$ cat src/design/mixer_regs_pkg.sv
// Package: register map, field positions and pipeline constants
package mixer_regs_pkg;

    // ****
    // Register offsets (byte addresses = 4 x index)
    // ****
    localparam logic [3:0] IDX_A_CTRL = 4'h0;
    localparam logic [3:0] IDX_B_CTRL = 4'h1;
    localparam logic [3:0] IDX_OUT_CTRL = 4'h6;
    localparam logic [3:0] IDX_CONV_CTRL = 4'h7;
    localparam logic [3:0] IDX_REV = 4'h8;
    localparam logic [3:0] IDX_PART = 4'h9;
    localparam int ADDR_W = 6;

    // ****
    // Reset values
    // ****
    localparam logic [7:0] A_CTRL_RST = 8'h00;
    localparam logic [7:0] B_CTRL_RST = 8'h00;
    localparam logic [7:0] OUT_CTRL_RST = 8'h00;
    localparam logic [7:0] CONV_CTRL_RST = 8'h00;
    // Identity values are arbitrary
    localparam logic [7:0] REVISION_CODE = 8'h01;
    localparam logic [7:0] PART_TYPE_CODE = 8'h5A;

    // ****
    // A-channel control fields
    // ****
    localparam int A_OVL_BIT = 7;
    localparam int A_DEC_BIT = 6;
    localparam int A_MAT_BIT = 5;
    localparam int A_COLOUR_TABLE_ENABLE_BIT = 4;
    localparam int A_MSB_BIT = 3;
    localparam int A_GAIN_BIT = 2;
    localparam int A_FMT_LO = 0;

    // ****
    // B-channel control fields
    // ****
    localparam int B_SRC_LO = 5;
    localparam int B_MAT_BIT = 4;
    localparam int B_INT_BIT = 3;
    localparam int B_MSB_BIT = 2;
    localparam int B_FMT_LO = 0;
    localparam logic [7:0] B_CTRL_MASK = 8'h7F;

    // ****
    // Output and converter control fields
    // ****
    localparam int O_AUX_VIDEO_LATENCY_SELECT_BIT = 7;
    localparam int O_PASS_BIT = 4;
    localparam int O_PASSCH_BIT = 3;
    localparam int O_PIXEL_OUTPUT_ENABLE_BIT = 2;
    localparam int O_MMSB_BIT = 1;
    localparam int O_MFMT_BIT = 0;
    localparam logic [7:0] OUT_CTRL_MASK = 8'hBF;
    localparam int C_DLY_BIT = 5;
    localparam int C_FMT_BIT = 4;
    localparam int C_MAT_BIT = 0;
    localparam logic [7:0] CONV_CTRL_MASK = 8'h3D;

    // ****
    // Encodings and timing
    // ****
    typedef enum logic [1:0] {
        SRC_MIXER = 2'b00,
        SRC_A = 2'b01,
        SRC_B = 2'b10,
        SRC_RSVD = 2'b11
    } out_source_t;
    localparam logic [1:0] FMT_444 = 2'b00;
    localparam logic [1:0] FMT_422 = 2'b01;
    localparam logic [1:0] FMT_INDEX = 2'b10;
    localparam logic [1:0] FMT_GBR = 2'b11;
    localparam int AUX_LAT_LONG = 14;
    localparam int AUX_LAT_SHORT = 12;
    localparam logic [1:0] AXI_OKAY = 2'b00;
    localparam logic [1:0] AXI_SLVERR = 2'b10;

endpackage : mixer_regs_pkg

$ cat src/design/mixer_delay_line.sv
// Fixed-length delay line with selectable tap
`timescale 1ns/1ps
`default_nettype none
module mixer_delay_line #(
    parameter int WIDTH = 1,
    parameter int DEPTH = 14,
    parameter int TAP = 12
) (
    // Clock and reset
    input wire logic i_clk,
    input wire logic i_rstn,
    // Data
    input wire logic [WIDTH-1:0] i_data,
    input wire logic i_short,
    output logic [WIDTH-1:0] o_data
);

    logic [WIDTH-1:0] stage_reg [DEPTH];

    always_ff @(posedge i_clk or negedge i_rstn)
    begin
        if (!i_rstn)
        begin
            for (int i = 0; i < DEPTH; i++)
                stage_reg[i] <= '0;
        end
        else
        begin
            stage_reg[0] <= i_data;
            for (int i = 1; i < DEPTH; i++)
                stage_reg[i] <= stage_reg[i-1];
        end
    end

    assign o_data = i_short ? stage_reg[TAP-1] : stage_reg[DEPTH-1];

endmodule : mixer_delay_line
`default_nettype wire

$ cat src/design/mixer_chroma_msb.sv
// Chroma sign inversion of a packed 24-bit pixel
`timescale 1ns/1ps
`default_nettype none
module mixer_chroma_msb (
    // Pixel in and out
    input wire logic [23:0] i_pixel,
    input wire logic i_invert,
    output logic [23:0] o_pixel
);

    // Bits 15 and 7 carry the chroma sign
    assign o_pixel = i_invert ? (i_pixel ^ 24'h008080) : i_pixel;

endmodule : mixer_chroma_msb
`default_nettype wire

$ cat src/design/mixer_path_ctrl.sv
// Video mixer path control registers and pixel path steering
`timescale 1ns/1ps
`default_nettype none
module mixer_path_ctrl
    import mixer_regs_pkg::*;
(
    // Clock and reset
    input wire logic I_CLK,
    input wire logic I_RSTN,
    // AXI4-Lite write address and data
    input wire logic [ADDR_W-1:0] I_AWADDR,
    input wire logic I_AWVALID,
    output logic O_AWREADY,
    input wire logic [31:0] I_WDATA,
    input wire logic [3:0] I_WSTRB,
    input wire logic I_WVALID,
    output logic O_WREADY,
    // AXI4-Lite write response
    output logic [1:0] O_BRESP,
    output logic O_BVALID,
    input wire logic I_BREADY,
    // AXI4-Lite read
    input wire logic [ADDR_W-1:0] I_ARADDR,
    input wire logic I_ARVALID,
    output logic O_ARREADY,
    output logic [31:0] O_RDATA,
    output logic [1:0] O_RRESP,
    output logic O_RVALID,
    input wire logic I_RREADY,
    // Pixel inputs
    input wire logic [23:0] I_A_PIXEL_INPUT,
    input wire logic [23:0] I_B_PIXEL_INPUT,
    input wire logic [23:0] I_MIXER_RESULT,
    input wire logic [3:0] I_OVERLAY_INDEX_INPUT,
    input wire logic I_PASS_ENABLE_INPUT_N,
    input wire logic I_AUX_VIDEO_CONTROL,
    // Pixel output, three-state as two signals, and aux video output
    output logic [23:0] O_MIXED_PIXEL_OUTPUT,
    output logic O_MIXED_PIXEL_OE_N,
    output logic O_AUX_VIDEO_OUTPUT,
    // Steering to A path
    output logic O_OVERLAY_PALETTE_ENABLE,
    output logic O_A_DECIMATE_ENABLE,
    output logic O_A_TO_LUMA_CHROMA_CONVERT,
    output logic O_COLOUR_TABLE_ENABLE,
    output logic O_ALPHA_GAIN_8BIT,
    output logic [1:0] O_A_INPUT_FORMAT,
    output logic [3:0] O_OVERLAY_INDEX,
    output logic [23:0] O_A_PIXEL,
    // Steering to B path
    output logic O_B_TO_RGB_CONVERT,
    output logic O_B_INTERPOLATE_ENABLE,
    output logic [1:0] O_B_INPUT_FORMAT,
    output logic [23:0] O_B_PIXEL,
    // Steering to converters
    output logic O_CONVERTER_SYNC_BLANK_DELAY,
    output logic O_CONVERTER_CHROMA_OFFSET_BINARY,
    output logic O_CONVERTER_COLOUR_CONVERT
);

    // ************************************************
    // Register file
    // ************************************************
    logic [7:0] a_ctrl_reg;
    logic [7:0] b_ctrl_reg;
    logic [7:0] out_ctrl_reg;
    logic [7:0] conv_ctrl_reg;

    // ************************************************
    // AXI4-Lite write channel
    // ************************************************
    logic aw_held_reg;
    logic w_held_reg;
    logic [ADDR_W-1:0] awaddr_reg;
    logic [7:0] wdata_reg;
    logic wstrb0_reg;
    logic aw_take;
    logic w_take;
    logic do_write;
    logic [3:0] w_idx;
    logic w_hit;

    assign aw_take = I_AWVALID && O_AWREADY;
    assign w_take = I_WVALID && O_WREADY;
    assign do_write = aw_held_reg && w_held_reg && !O_BVALID;
    assign w_idx = awaddr_reg[5:2];
    assign w_hit = (w_idx == IDX_A_CTRL) || (w_idx == IDX_B_CTRL)
        || (w_idx == IDX_OUT_CTRL) || (w_idx == IDX_CONV_CTRL)
        || (w_idx == IDX_REV) || (w_idx == IDX_PART);

    always_ff @(posedge I_CLK or negedge I_RSTN)
    begin
        if (!I_RSTN)
        begin
            aw_held_reg <= 1'b0;
            awaddr_reg <= '0;
            O_AWREADY <= 1'b0;
        end
        else
        begin
            O_AWREADY <= !aw_held_reg && !aw_take && !O_BVALID;
            if (aw_take)
            begin
                aw_held_reg <= 1'b1;
                awaddr_reg <= I_AWADDR;
            end
            else if (do_write)
                aw_held_reg <= 1'b0;
        end
    end

    always_ff @(posedge I_CLK or negedge I_RSTN)
    begin
        if (!I_RSTN)
        begin
            w_held_reg <= 1'b0;
            wdata_reg <= 8'h00;
            wstrb0_reg <= 1'b0;
            O_WREADY <= 1'b0;
        end
        else
        begin
            O_WREADY <= !w_held_reg && !w_take && !O_BVALID;
            if (w_take)
            begin
                w_held_reg <= 1'b1;
                wdata_reg <= I_WDATA[7:0];
                wstrb0_reg <= I_WSTRB[0];
            end
            else if (do_write)
                w_held_reg <= 1'b0;
        end
    end

    always_ff @(posedge I_CLK or negedge I_RSTN)
    begin
        if (!I_RSTN)
        begin
            O_BVALID <= 1'b0;
            O_BRESP <= AXI_OKAY;
        end
        else if (do_write)
        begin
            O_BVALID <= 1'b1;
            O_BRESP <= w_hit ? AXI_OKAY : AXI_SLVERR;
        end
        else if (O_BVALID && I_BREADY)
            O_BVALID <= 1'b0;
    end

    // Writable registers; byte lane 0 only, reserved bits read zero
    always_ff @(posedge I_CLK or negedge I_RSTN)
    begin
        if (!I_RSTN)
        begin
            a_ctrl_reg <= A_CTRL_RST;
            b_ctrl_reg <= B_CTRL_RST;
            out_ctrl_reg <= OUT_CTRL_RST;
            conv_ctrl_reg <= CONV_CTRL_RST;
        end
        else if (do_write && wstrb0_reg)
        begin
            unique case (w_idx)
                IDX_A_CTRL: a_ctrl_reg <= wdata_reg;
                IDX_B_CTRL: b_ctrl_reg <= wdata_reg & B_CTRL_MASK;
                IDX_OUT_CTRL: out_ctrl_reg <= wdata_reg & OUT_CTRL_MASK;
                IDX_CONV_CTRL: conv_ctrl_reg <= wdata_reg & CONV_CTRL_MASK;
                default: ;
            endcase
        end
    end

    // ************************************************
    // AXI4-Lite read channel
    // ************************************************
    logic [3:0] r_idx;
    logic [7:0] r_byte;
    logic r_hit;

    assign r_idx = I_ARADDR[5:2];

    always_comb
    begin
        r_hit = 1'b1;
        unique case (r_idx)
            IDX_A_CTRL: r_byte = a_ctrl_reg;
            IDX_B_CTRL: r_byte = b_ctrl_reg;
            IDX_OUT_CTRL: r_byte = out_ctrl_reg;
            IDX_CONV_CTRL: r_byte = conv_ctrl_reg;
            IDX_REV: r_byte = REVISION_CODE;
            IDX_PART: r_byte = PART_TYPE_CODE;
            default:
            begin
                r_byte = 8'h00;
                r_hit = 1'b0;
            end
        endcase
    end

    always_ff @(posedge I_CLK or negedge I_RSTN)
    begin
        if (!I_RSTN)
        begin
            O_ARREADY <= 1'b0;
            O_RVALID <= 1'b0;
            O_RDATA <= 32'h00000000;
            O_RRESP <= AXI_OKAY;
        end
        else
        begin
            O_ARREADY <= !O_RVALID && !(I_ARVALID && O_ARREADY);
            if (I_ARVALID && O_ARREADY)
            begin
                O_RVALID <= 1'b1;
                O_RDATA <= {24'h000000, r_byte};
                O_RRESP <= r_hit ? AXI_OKAY : AXI_SLVERR;
            end
            else if (O_RVALID && I_RREADY)
                O_RVALID <= 1'b0;
        end
    end

    // ************************************************
    // Input pixel stage
    // ************************************************
    logic [23:0] a_sign_fixed;
    logic [23:0] b_sign_fixed;

    mixer_chroma_msb u_a_msb (
        .i_pixel(I_A_PIXEL_INPUT),
        .i_invert(a_ctrl_reg[A_MSB_BIT]),
        .o_pixel(a_sign_fixed)
    );

    mixer_chroma_msb u_b_msb (
        .i_pixel(I_B_PIXEL_INPUT),
        .i_invert(b_ctrl_reg[B_MSB_BIT]),
        .o_pixel(b_sign_fixed)
    );

    always_ff @(posedge I_CLK or negedge I_RSTN)
    begin
        if (!I_RSTN)
        begin
            O_A_PIXEL <= 24'h000000;
            O_B_PIXEL <= 24'h000000;
            O_OVERLAY_INDEX <= 4'h0;
        end
        else
        begin
            O_A_PIXEL <= a_sign_fixed;
            O_B_PIXEL <= b_sign_fixed;
            // Index held at zero while palette disabled
            O_OVERLAY_INDEX <= a_ctrl_reg[A_OVL_BIT]
                ? I_OVERLAY_INDEX_INPUT : 4'h0;
        end
    end

    // ************************************************
    // Path steering from registers
    // ************************************************
    always_ff @(posedge I_CLK or negedge I_RSTN)
    begin
        if (!I_RSTN)
        begin
            O_OVERLAY_PALETTE_ENABLE <= 1'b0;
            O_A_DECIMATE_ENABLE <= 1'b0;
            O_A_TO_LUMA_CHROMA_CONVERT <= 1'b0;
            O_COLOUR_TABLE_ENABLE <= 1'b0;
            O_ALPHA_GAIN_8BIT <= 1'b0;
            O_A_INPUT_FORMAT <= FMT_444;
            O_B_TO_RGB_CONVERT <= 1'b0;
            O_B_INTERPOLATE_ENABLE <= 1'b0;
            O_B_INPUT_FORMAT <= FMT_444;
            O_CONVERTER_SYNC_BLANK_DELAY <= 1'b0;
            O_CONVERTER_CHROMA_OFFSET_BINARY <= 1'b0;
            O_CONVERTER_COLOUR_CONVERT <= 1'b0;
        end
        else
        begin
            O_OVERLAY_PALETTE_ENABLE <= a_ctrl_reg[A_OVL_BIT];
            O_A_DECIMATE_ENABLE <= a_ctrl_reg[A_DEC_BIT];
            O_A_TO_LUMA_CHROMA_CONVERT <= a_ctrl_reg[A_MAT_BIT];
            O_COLOUR_TABLE_ENABLE <= a_ctrl_reg[A_COLOUR_TABLE_ENABLE_BIT];
            O_ALPHA_GAIN_8BIT <= a_ctrl_reg[A_GAIN_BIT];
            O_A_INPUT_FORMAT <= a_ctrl_reg[A_FMT_LO +: 2];
            O_B_TO_RGB_CONVERT <= b_ctrl_reg[B_MAT_BIT];
            O_B_INTERPOLATE_ENABLE <= b_ctrl_reg[B_INT_BIT];
            O_B_INPUT_FORMAT <= b_ctrl_reg[B_FMT_LO +: 2];
            O_CONVERTER_SYNC_BLANK_DELAY <= conv_ctrl_reg[C_DLY_BIT];
            O_CONVERTER_CHROMA_OFFSET_BINARY <= conv_ctrl_reg[C_FMT_BIT];
            O_CONVERTER_COLOUR_CONVERT <= conv_ctrl_reg[C_MAT_BIT];
        end
    end

    // ************************************************
    // Digital output selection
    // ************************************************
    logic [23:0] sel_pixel;
    logic [23:0] fmt_pixel;
    logic [23:0] msb_pixel;
    logic phase_reg;
    out_source_t src;

    assign src = out_source_t'(b_ctrl_reg[B_SRC_LO +: 2]);

    always_comb
    begin
        if (out_ctrl_reg[O_PASS_BIT] && !I_PASS_ENABLE_INPUT_N)
            sel_pixel = out_ctrl_reg[O_PASSCH_BIT]
                ? I_B_PIXEL_INPUT : I_A_PIXEL_INPUT;
        else
        begin
            unique case (src)
                SRC_MIXER: sel_pixel = I_MIXER_RESULT;
                SRC_A: sel_pixel = a_sign_fixed;
                SRC_B: sel_pixel = b_sign_fixed;
                SRC_RSVD: sel_pixel = I_MIXER_RESULT;
            endcase
        end
    end

    // 4:2:2 mux: luma on bits 23-16, Cb and Cr alternate on 15-8
    always_comb
    begin
        fmt_pixel = sel_pixel;
        if (out_ctrl_reg[O_MFMT_BIT])
            fmt_pixel = {sel_pixel[23:16],
                phase_reg ? sel_pixel[7:0] : sel_pixel[15:8],
                8'h00};
    end

    assign msb_pixel = out_ctrl_reg[O_MMSB_BIT]
        ? (fmt_pixel ^ 24'h008080) : fmt_pixel;

    always_ff @(posedge I_CLK or negedge I_RSTN)
    begin
        if (!I_RSTN)
            phase_reg <= 1'b0;
        else
            phase_reg <= out_ctrl_reg[O_MFMT_BIT] ? !phase_reg : 1'b0;
    end

    always_ff @(posedge I_CLK or negedge I_RSTN)
    begin
        if (!I_RSTN)
        begin
            O_MIXED_PIXEL_OUTPUT <= 24'h000000;
            O_MIXED_PIXEL_OE_N <= 1'b1;
        end
        else
        begin
            // Pass mode output is not sign-adjusted
            O_MIXED_PIXEL_OUTPUT <= (out_ctrl_reg[O_PASS_BIT]
                && !I_PASS_ENABLE_INPUT_N) ? sel_pixel : msb_pixel;
            O_MIXED_PIXEL_OE_N <= !out_ctrl_reg[O_PIXEL_OUTPUT_ENABLE_BIT];
        end
    end

    // ************************************************
    // Auxiliary video delay
    // ************************************************
    logic aux_delayed;

    // Tap counts the output flop, hence one less
    mixer_delay_line #(
        .WIDTH(1),
        .DEPTH(AUX_LAT_LONG - 1),
        .TAP(AUX_LAT_SHORT - 1)
    ) u_aux_delay (
        .i_clk(I_CLK),
        .i_rstn(I_RSTN),
        .i_data(I_AUX_VIDEO_CONTROL),
        .i_short(out_ctrl_reg[O_AUX_VIDEO_LATENCY_SELECT_BIT]),
        .o_data(aux_delayed)
    );

    always_ff @(posedge I_CLK or negedge I_RSTN)
    begin
        if (!I_RSTN)
            O_AUX_VIDEO_OUTPUT <= 1'b0;
        else
            O_AUX_VIDEO_OUTPUT <= aux_delayed;
    end

endmodule : mixer_path_ctrl
`default_nettype wire

$ cat config.mk
export PLATFORM = sky130hd
export DESIGN_NAME = mixer_path_ctrl
export DESIGN_NICKNAME = d
export VERILOG_FILES = /design/src/design/mixer_regs_pkg.sv /design/src/design/mixer_delay_line.sv /design/src/design/mixer_chroma_msb.sv /design/src/design/mixer_path_ctrl.sv
export SDC_FILE = /design/constraint.sdc
export NUM_CORES = 1
export LEC_CHECK = 0
export BUFFER_PORTS_ARGS = -buffer_cell sky130_fd_sc_hd__buf_2
export CORE_MARGIN = 2
export CORE_UTILIZATION = 40
export CTS_CLUSTER_DIAMETER = 50
export CTS_CLUSTER_SIZE = 40
export DETAILED_ROUTE_END_ITERATION = 7
export HOLD_SLACK_MARGIN = 0.1
export PLACE_DENSITY = 0.72
export REMOVE_ABC_BUFFERS = 1
export SLEW_MARGIN = 20
export SYNTH_ARGS = -nofsm -noshare
export SYNTH_HDL_FRONTEND = slang
export SYNTH_SLANG_ARGS = --single-unit
$ cat constraint.sdc
create_clock -name I_CLK -period 2.5 [get_ports I_CLK]
set_input_delay 0 -clock I_CLK [delete_from_list [all_inputs] [get_ports I_CLK]]
set_output_delay 0 -clock I_CLK [all_outputs]
set_load 0.05 [all_outputs]
==> results of run 1 <==
==> where the power goes <==
part	total (mW)	switching (mW)	internal, mW
Combinational	4.44	3.02	1.42
Sequential	3.90	0.515	3.39
Clock	2.65	1.08	1.57
==> Yosys cell counts, drive strengths merged, types with 2 or more instances <==
cell type	instances
a211oi	2
a21boi	8
a21oi	16
a221o	8
a221oi	10
a22oi	25
and2	7
and3	2
buf	30
clkbuf	17
dfrtp	162
ha	2
inv	10
mux2	42
mux2i	14
nand2	27
nand3	2
nor2	24
nor2b	2
nor3	13
o21ai	26
o21bai	2
o2bb2ai	2
or3b	2
xor2	5
==> final cells by class <==
| type | count | area (sq um) | share of cell area |
|---|---|---|---|
| antenna | 2 | 5.00 | 0.000556 |
| clock buffer | 20 | 467 | 0.0518 |
| clock inverter | 12 | 140 | 0.0156 |
| sequential | 163 | 4080 | 0.453 |
| inverter | 10 | 37.5 | 0.00417 |
| multi-input combinational | 282 | 1970 | 0.219 |
| tap | 211 | 264 | 0.0293 |
| timing repair buffer | 309 | 2040 | 0.226 |
==> worst max path at each step <==
| stage | from | end | slack, ps | depth (start not counted) |
|---|---|---|---|---|
| 5_1_grt | b_ctrl_reg[5]$_DFFE_PN0P_ | O_MIXED_PIXEL_OUTPUT[7]$_DFF_PN0_ | 150 | 7 |
| 3_5_place_dp | out_ctrl_reg[4]$_DFFE_PN0P_ | O_MIXED_PIXEL_OUTPUT[10]$_DFF_PN0_ | 270 | 5 |
| 2_1_floorplan | b_ctrl_reg[6]$_DFFE_PN0P_ | O_MIXED_PIXEL_OUTPUT[14]$_DFF_PN0_ | 340 | 7 |
| 6_report | b_ctrl_reg[5]$_DFFE_PN0P_ | O_MIXED_PIXEL_OUTPUT[7]$_DFF_PN0_ | 270 | 7 |
| 3_3_place_gp | out_ctrl_reg[4]$_DFFE_PN0P_ | O_MIXED_PIXEL_OUTPUT[9]$_DFF_PN0_ | 320 | 5 |
| 4_1_cts | out_ctrl_reg[4]$_DFFE_PN0P_ | O_MIXED_PIXEL_OUTPUT[12]$_DFF_PN0_ | 240 | 5 |
==> layer usage <==
metal  wire length [um]  GRT usage  part of all wire  vias up
met5                  0          0                 0        -
met4                448     0.0831             0.024        0
met3               1400     0.0549             0.076       37
met2               9410      0.387              0.51      306
met1               7110      0.257              0.39     2496
li1                   -          -                 -     2259
==> cell families after synthesis <==
kind of cell | share of synthesized area
other cells | 0.000599
xor+xnor | 0.00839
buf+inv | 0.0503
compound gates | 0.117
fa+ha+maj | 0.00400
flops | 0.652
simple gates | 0.0697
mux | 0.0985
==> metrics by stage <==
step | hold slack (ps) | worst slack [ps] | power [mW] | std cells
after floorplan | -296 | 340 | 6.93 | 455
after global placement | 80.4 | 322 | 8.11 | 887
after detailed placement | 95.6 | 265 | 8.22 | 887
after CTS | 102 | 240 | 11.0 | 1007
after global routing | 149 | 148 | 11.5 | 1007
final | 110 | 270 | 11.0 | 1009
==> critical path: cells and delay by family (launching register included) <==
family / cells / cell delay [ps]
fa+ha+maj: 1 / 370
buf+inv: 2 / 640
xor+xnor: 1 / 150
flops: 1 / 420
compound gates: 2 / 430
simple gates: 1 / 110
==> timing repair <==
| item | 4_1_cts | 5_1_grt |
|---|---|---|
| endpoints found under the setup margin | 0 | 2 |
| hold buffers | 88 | 0 |
| resized for setup | 0 | 1 |
| endpoints found under the hold margin | 176 | 0 |
==> results.toml, run 1 <==
[setup_path]
worst_path_largest_cell_delay_ps = 570
rr_startpoint = "b_ctrl_reg[5]$_DFFE_PN0P_"
r2r_slack_ps = 270
arrival_ps = 2530
start_kind = "flop"
r2r-end = "O_MIXED_PIXEL_OUTPUT[7]$_DFF_PN0_"
end_kind = "flop"
crit_fanout = 5
critPathRequiredTime_ps = 2800
reg2reg_depth = 7
path_class = "reg -> reg"
crit_chain = "inv_1 -> ha_1 -> a221oi_1 -> nor2_1 -> xnor2_1 -> a21oi_1 -> dlygate4sd3_1"
cp_slowest_cell = "dlygate4sd3_1"

[sta]
slew_violations = 0
setup_viol = 0
rsz0062_at_grt = "no"
tightest_slew_ps = 739
tns_ps = 0
fin_crit_ps = 2230
relSlewSlack = 0.507
final_hold_viol_count = 0
fin_crit_sh = 0.892
skew_ps = 10.3
fmax_mhz = 448

[pwr]
ir_drop_uv = 788
power.leakage_nw = 4.41
p_per_area_nw_per_um2 = 1220

[logic_synthesis]
avgSynthCellArea_sq_um = 13.1
ys_seq_area_frac = 0.652
ys_warn_count = 0
ys_top_cells_by_area = "dfrtp_1 65%, mux2_2 7.6%, buf_4 3.1%"
yosysTopAreaCell = "dfrtp_1"
synth_top_area_frac = 0.647
synth_area_sq_um = 6260
syn_inst = 477
synth_cell_types = 50
ys_seq_elements = 163
synth-edff-count = 0
synth_ff_type = "dfrtp_1"
synthArstFlopShare = 1.00

[placement]
place.gp.congestion = 0.872
place.port_buffers = 208
dpl.hpwl_mm = 11.8
placed_area_sq_um = 7500

[routing]
vias = 5098
ant_nets = 0
drc = 0
wl_mm = 18.4
vias_per_cell = 5.05
drt-wirelength-per-cell_um = 18.2
first_pass_iters = 5
initialDrtViolationCount = 258

[floorplanning]
fp.dieW_um = 129
die_y_um = 129
core-area_sq_um = 15300
rows = 45
initial_core_util = 0.410
die-area_sq_um = 16700
io_pins = 266

[clock_network]
clk_latency_ps = 420
htree_levels = 4
cts_setup_buffers = 0
cts_tree = "built"
clock-sinks = 163
clock_path_buffers = 2
root_buffer = "clkbuf_16"
clkTransAtPathRegs_ps = 60
cts_buffers = 17

[grt]
grt_max_degree = 82
antenna_found_initial = 0
grt_pass1_wl_mm = 27.5
grtUsageTotal = 0.219
grt_overflow_total = 0
grt_pass1_vias = 5100

[finish]
nets = 918
drive_gt1_frac = 0.382
utilization = 0.590
area_growth_pct = 43.7
final_cell_area_sq_um = 9000
reg_top3 = "O_A_PIXEL (24), O_B_PIXEL (24), O_MIXED_PIXEL_OUTPUT (24)"
fillCellCount = 1179
final_cell_mix = "207 x buf_2, 162 x dfrtp_1, 88 x dlygate4sd3_1"
layout_commonest_cell = "buf_2"

[worst_hold_path]
min_path_type = "in -> reg"
min_delay_path_depth = 5
holdPathEnd = "O_MIXED_PIXEL_OUTPUT[6]$_DFF_PN0_"
hp-start = "I_MIXER_RESULT[6]"

[status]
status = "completed"

[flow_run]
drv_cap = 0
Note: power is estimated with default switching activity, not from simulation.
==> inputs of run 2 (changes only) <==
--- a/config.mk
+++ b/config.mk
@@ -6,13 +6,15 @@
 export NUM_CORES = 1
 export LEC_CHECK = 0
 export BUFFER_PORTS_ARGS = -buffer_cell sky130_fd_sc_hd__buf_2
+export CAP_MARGIN = 20
 export CORE_MARGIN = 2
 export CORE_UTILIZATION = 40
 export CTS_CLUSTER_DIAMETER = 50
-export CTS_CLUSTER_SIZE = 40
+export CTS_CLUSTER_SIZE = 16
 export DETAILED_ROUTE_END_ITERATION = 7
 export HOLD_SLACK_MARGIN = 0.1
 export PLACE_DENSITY = 0.72
+export RECOVER_POWER = 25
 export REMOVE_ABC_BUFFERS = 1
 export SLEW_MARGIN = 20
 export SYNTH_ARGS = -nofsm -noshare
==> results.toml, run 2 (synthesized netlist as in run 1, its figures left out) <==
[placement]
place.port_buffers = 208
place.gp.congestion = 0.872
dpl.hpwl_mm = 11.8

[finish]
utilization = 0.586
drive_gt1_frac = 0.328
reg_top3 = "O_A_PIXEL (24), O_B_PIXEL (24), O_MIXED_PIXEL_OUTPUT (24)"
fillCellCount = 1210
layout_commonest_cell = "buf_2"
area_growth_pct = 42.8
nets = 918
final_cell_mix = "164 x buf_2, 162 x dfrtp_1, 88 x dlygate4sd3_1"

[routing]
ant_nets = 0
drc = 0
initialDrtViolationCount = 264
vias = 5083
drt-wirelength-per-cell_um = 18.2
first_pass_iters = 4
wl_mm = 18.4
vias_per_cell = 5.04

[grt]
use_met1 = 0.257
grtUsageTotal = 0.219
grt_overflow_total = 0
grt_max_degree = 82
grt.busiest_layer = "met2"
grt_pass1_vias = 5100
grt_pass1_wl_mm = 27.5
grt_util_met3 = 0.0549
use_met2 = 0.387
antenna_found_initial = 0

[sta]
fmax_mhz = 448
fin_crit_sh = 0.892
final_hold_viol_count = 0
fin_crit_ps = 2230
slew_violations = 81
tightest_slew_ps = 2010
rsz0062_at_grt = "no"
tns_ps = 0
relSlewSlack = -0.339
skew_ps = 10.5
setup_viol = 0

[floorplanning]
initial_core_util = 0.410
die-area_sq_um = 16700
io_pins = 266
core-area_sq_um = 15300
fp.dieW_um = 129
die_y_um = 129
rows = 45

[setup_path]
start_kind = "flop"
r2r_slack_ps = 270
endpoint = "O_MIXED_PIXEL_OUTPUT[7]$_DFF_PN0_"
arrival_ps = 2530
reg2reg_depth = 7
end_kind = "flop"
rr_startpoint = "b_ctrl_reg[5]$_DFFE_PN0P_"
cp-startpoint = "b_ctrl_reg[5]$_DFFE_PN0P_"
path_class = "reg -> reg"
critPathRequiredTime_ps = 2800
crit_fanout = 5
r2r-end = "O_MIXED_PIXEL_OUTPUT[7]$_DFF_PN0_"

[clock_network]
clock-sinks = 163
cts_buffers = 17
clkTransAtPathRegs_ps = 70
clk_latency_ps = 420
clock_path_buffers = 2
root_buffer = "clkbuf_16"
htree_levels = 4
cts_tree = "built"

[pwr]
combPwrFrac = 0.404
ir_drop_uv = 787
power.total_mw = 11.0
clockPowerShare = 0.241
p_per_area_nw_per_um2 = 1230
internal_power_mw = 6.36
p_sw_mw = 4.63
seqPwrFrac = 0.355
swShare = 0.421
power.leakage_nw = 4.29

[status]
violations = "capacitance limit, slew limit"
status = "finished with violations"

[flow_run]
drv_cap = 1

[worst_hold_path]
hp-start = "I_MIXER_RESULT[6]"
min_path_type = "in -> reg"
run 2: cell count changes in the layout (fill, tap and decap cells not counted), sizes merged:
cell    previous run  this run
buf              221       177
clkbuf            20        64
run 2: final cells by class:
cell class | instances | area (sq um) | area share
clock buffers | 20 | 467 | 0.0522
flip-flops and latches | 163 | 4080 | 0.456
clock inverters | 12 | 140 | 0.0157
well taps | 211 | 264 | 0.0295
repair buffers | 309 | 1980 | 0.221
multi-input cells | 282 | 1970 | 0.220
diodes | 2 | 5.00 | 0.000560
inverters | 10 | 37.5 | 0.00420
run 2: worst min-delay path by stage:
| stage | to | depth (start not counted) |
|---|---|---|
| floorplan | O_ALPHA_GAIN_8BIT$_DFF_PN0_ | 0 |
| global placement | O_A_PIXEL[6]$_DFF_PN0_ | 1 |
| detailed placement | O_A_PIXEL[6]$_DFF_PN0_ | 1 |
| CTS | O_MIXED_PIXEL_OUTPUT[6]$_DFF_PN0_ | 5 |
| global route | O_MIXED_PIXEL_OUTPUT[4]$_DFF_PN0_ | 5 |
| finish | O_MIXED_PIXEL_OUTPUT[6]$_DFF_PN0_ | 5 |
run 2: power groups by stage:
stage / sequential [mW] / combinational (mW) / clock (mW)
floorplan: 5.34 / 1.59 / 0
global placement: 3.90 / 4.21 / 0
detailed placement: 3.94 / 4.28 / 0
CTS: 3.90 / 4.43 / 2.68
global route: 4.00 / 4.73 / 2.82
finish: 3.91 / 4.44 / 2.65
run 2: critical path: stages, from the launching register on:
cell           delay, ps
dfrtp_1              420
inv_1                 70
ha_1                 380
a221oi_1             350
nor2_1               110
xnor2_1              150
a21oi_1               80
dlygate4sd3_1        570
run 2: metal layers:
| layer | part of all wire | up-vias |
|---|---|---|
| li1 | - | 2259 |
| met1 | 0.39 | 2519 |
| met2 | 0.52 | 274 |
| met3 | 0.069 | 31 |
| met4 | 0.023 | 0 |
| met5 | 0 | - |
run 2: what timing repair did:
| action | CTS | global route |
|---|---|---|
| setup buffers | 0 | 0 |
| hold endpoints to repair | 176 | 0 |
| setup endpoints to repair | 0 | 2 |
| gates resized for setup | 0 | 1 |
| hold buffers | 88 | 0 |
run 2: stage by stage:
stage	hold slack (ps)	instance area, sq um	worst slack, ps	std cells
3_5_place_dp	95.6	7500	265	887
6_report	111	8940	269	1009
2_1_floorplan	-296	6080	340	455
4_1_cts	102	8990	240	1007
3_3_place_gp	80.4	7500	322	887
5_1_grt	149	8940	148	1007
==> inputs of run 3 (changes only) <==
--- a/config.mk
+++ b/config.mk
@@ -13,9 +13,10 @@
 export CTS_CLUSTER_SIZE = 16
 export DETAILED_ROUTE_END_ITERATION = 7
 export HOLD_SLACK_MARGIN = 0.1
-export PLACE_DENSITY = 0.72
+export PLACE_DENSITY = 0.75
 export RECOVER_POWER = 25
 export REMOVE_ABC_BUFFERS = 1
+export SKIP_LAST_GASP = 1
 export SLEW_MARGIN = 20
 export SYNTH_ARGS = -nofsm -noshare
 export SYNTH_HDL_FRONTEND = slang
==> constraint.sdc (replaced) <==
create_clock -name I_CLK -period 2 [get_ports I_CLK]
set_input_delay 0 -clock I_CLK [delete_from_list [all_inputs] [get_ports I_CLK]]
set_output_delay 0 -clock I_CLK [all_outputs]
set_load 0.05 [all_outputs]
==> results.toml, run 3 (synthesized netlist as in run 1, its figures left out) <==
[floorplanning]
fp.dieW_um = 129
die-area_sq_um = 16700
core-area_sq_um = 15300
die_y_um = 129
rows = 45
io_pins = 266
initial_core_util = 0.410

[pwr]
ir_drop_uv = 998
power.leakage_nw = 4.37
p_per_area_nw_per_um2 = 1530

[setup_path]
arrival_ps = 2320
crit_fanout = 21
cp_slowest_cell = "or4b_1"
crit_family = "simple AND/OR/NAND/NOR gates"
end_kind = "flop"
worst_path_largest_cell_delay_ps = 480
critPathRequiredTime_ps = 2330
path_class = "reg -> reg"
start_kind = "flop"
crit_chain = "ha_4 -> buf_12 -> a221oi_1 -> mux2i_1 -> or4b_1 -> o211ai_1"
worst-path-buf-inv = 1

[worst_hold_path]
min_path_type = "in -> reg"

[clock_network]
htree_levels = 4
cts_tree = "built"
cts_buffers = 17
root_buffer = "clkbuf_16"
clock_path_buffers = 2
clock-sinks = 163
clk_latency_ps = 420
clkTransAtPathRegs_ps = 70

[sta]
fin_crit_ps = 1990
final_hold_viol_count = 0
slew_violations = 0
tightest_slew_ps = 1010
fin_crit_sh = 0.993
relSlewSlack = 0.324
setup_viol = 0
rsz0062_at_grt = "yes"
fmax_mhz = 504
skew_ps = 7.45

[finish]
final_cell_area_sq_um = 9080
reg_top3 = "O_A_PIXEL (24), O_B_PIXEL (24), O_MIXED_PIXEL_OUTPUT (24)"
drive_gt1_frac = 0.342
final_cell_mix = "163 x buf_2, 162 x dfrtp_1, 86 x dlygate4sd3_1"
utilization = 0.595
nets = 932
layout_commonest_cell = "buf_2"
area_growth_pct = 45.0

[routing]
initialDrtViolationCount = 294
ant_nets = 0
first_pass_iters = 4
drc = 0
wl_mm = 18.3
vias_per_cell = 4.96
vias = 5068
drt-wirelength-per-cell_um = 17.9

[grt]
antenna_found_initial = 1
grtUsageTotal = 0.220
grt_pass1_vias = 5232
grt_max_degree = 62
grt_overflow_total = 0
grt_pass1_wl_mm = 27.6

[flow_run]
drv_cap = 0

[placement]
place.gp.congestion = 0.836
dpl.hpwl_mm = 11.7
place.port_buffers = 208
placed_area_sq_um = 7650

[status]
status = "completed"
run 3: path summary, 6_finish.rpt:
path / start / endpoint / slack, ps / cells past startpoint
max in group asynchronous: I_RSTN / conv_ctrl_reg[0]$_DFFE_PN0P_ / 580 / 3
worst min register to register: u_aux_delay.stage_reg[10]$_DFF_PN0_ / u_aux_delay.stage_reg[9]$_DFF_PN0_ / 350 / 0
worst max-delay path: b_ctrl_reg[6]$_DFFE_PN0P_ / O_MIXED_PIXEL_OUTPUT[15]$_DFF_PN0_ / 10 / 6
min in group asynchronous: I_RSTN / b_ctrl_reg[4]$_DFFE_PN0P_ / 480 / 3
worst min-delay path: I_MIXER_RESULT[7] / O_MIXED_PIXEL_OUTPUT[7]$_DFF_PN0_ / 120 / 5
worst max register to register: b_ctrl_reg[6]$_DFFE_PN0P_ / O_MIXED_PIXEL_OUTPUT[15]$_DFF_PN0_ / 10 / 6
run 3: layout make-up:
class | count | area, sq um
fillers | 1230 | 6180
flip-flops and latches | 163 | 4080
repair buffers | 323 | 2120
multi-input cells | 282 | 2000
clock buffers | 21 | 470
well taps | 211 | 264
clock inverters | 11 | 103
inverters | 10 | 37.5
diodes | 1 | 2.50
run 3: where the power goes:
| part | total (mW) | switching (mW) | leakage, nW | internal (mW) |
|---|---|---|---|---|
| registers | 4.88 | 0.639 | 2.02 | 4.24 |
| clock network | 3.12 | 1.30 | 0.288 | 1.82 |
| logic | 5.86 | 3.86 | 2.07 | 2.01 |
run 3: stage by stage:
stage                     std cells  hold slack (ps)  total power, mW  setup WS (ps)  setup TNS [ps]
final                          1022              122             13.9           14.1               0
after global routing           1022              176             14.5          -57.6           -64.2
after CTS                      1018              107             13.8           31.6               0
after detailed placement        899            -62.9             10.5           45.2               0
after global placement          899            -65.3             10.4           85.8               0
after floorplan                 455             -296             8.66           -160           -1860
run 3: routing by layer:
metal,share of wire,vias up,GRT usage
met5,0,-,0
met4,0.039,0,0.120
met3,0.071,49,0.0504
met2,0.50,262,0.374
met1,0.39,2472,0.260
li1,-,2285,-
run 3: worst min-delay path, cell delays in order:
cell and delay [ps]:
buf_2 90, a221oi_2 60, nor2_1 140, xnor2_1 130, a21oi_1 70
run 3: timing repair:
item                                   in CTS  in global routing
hold buffers                               87                  0
resized for setup                           1                  7
setup endpoints to repair                   3                 11
pin swaps                                   0                  2
endpoints found under the hold margin     263                  0
buffers inserted                            0                  3
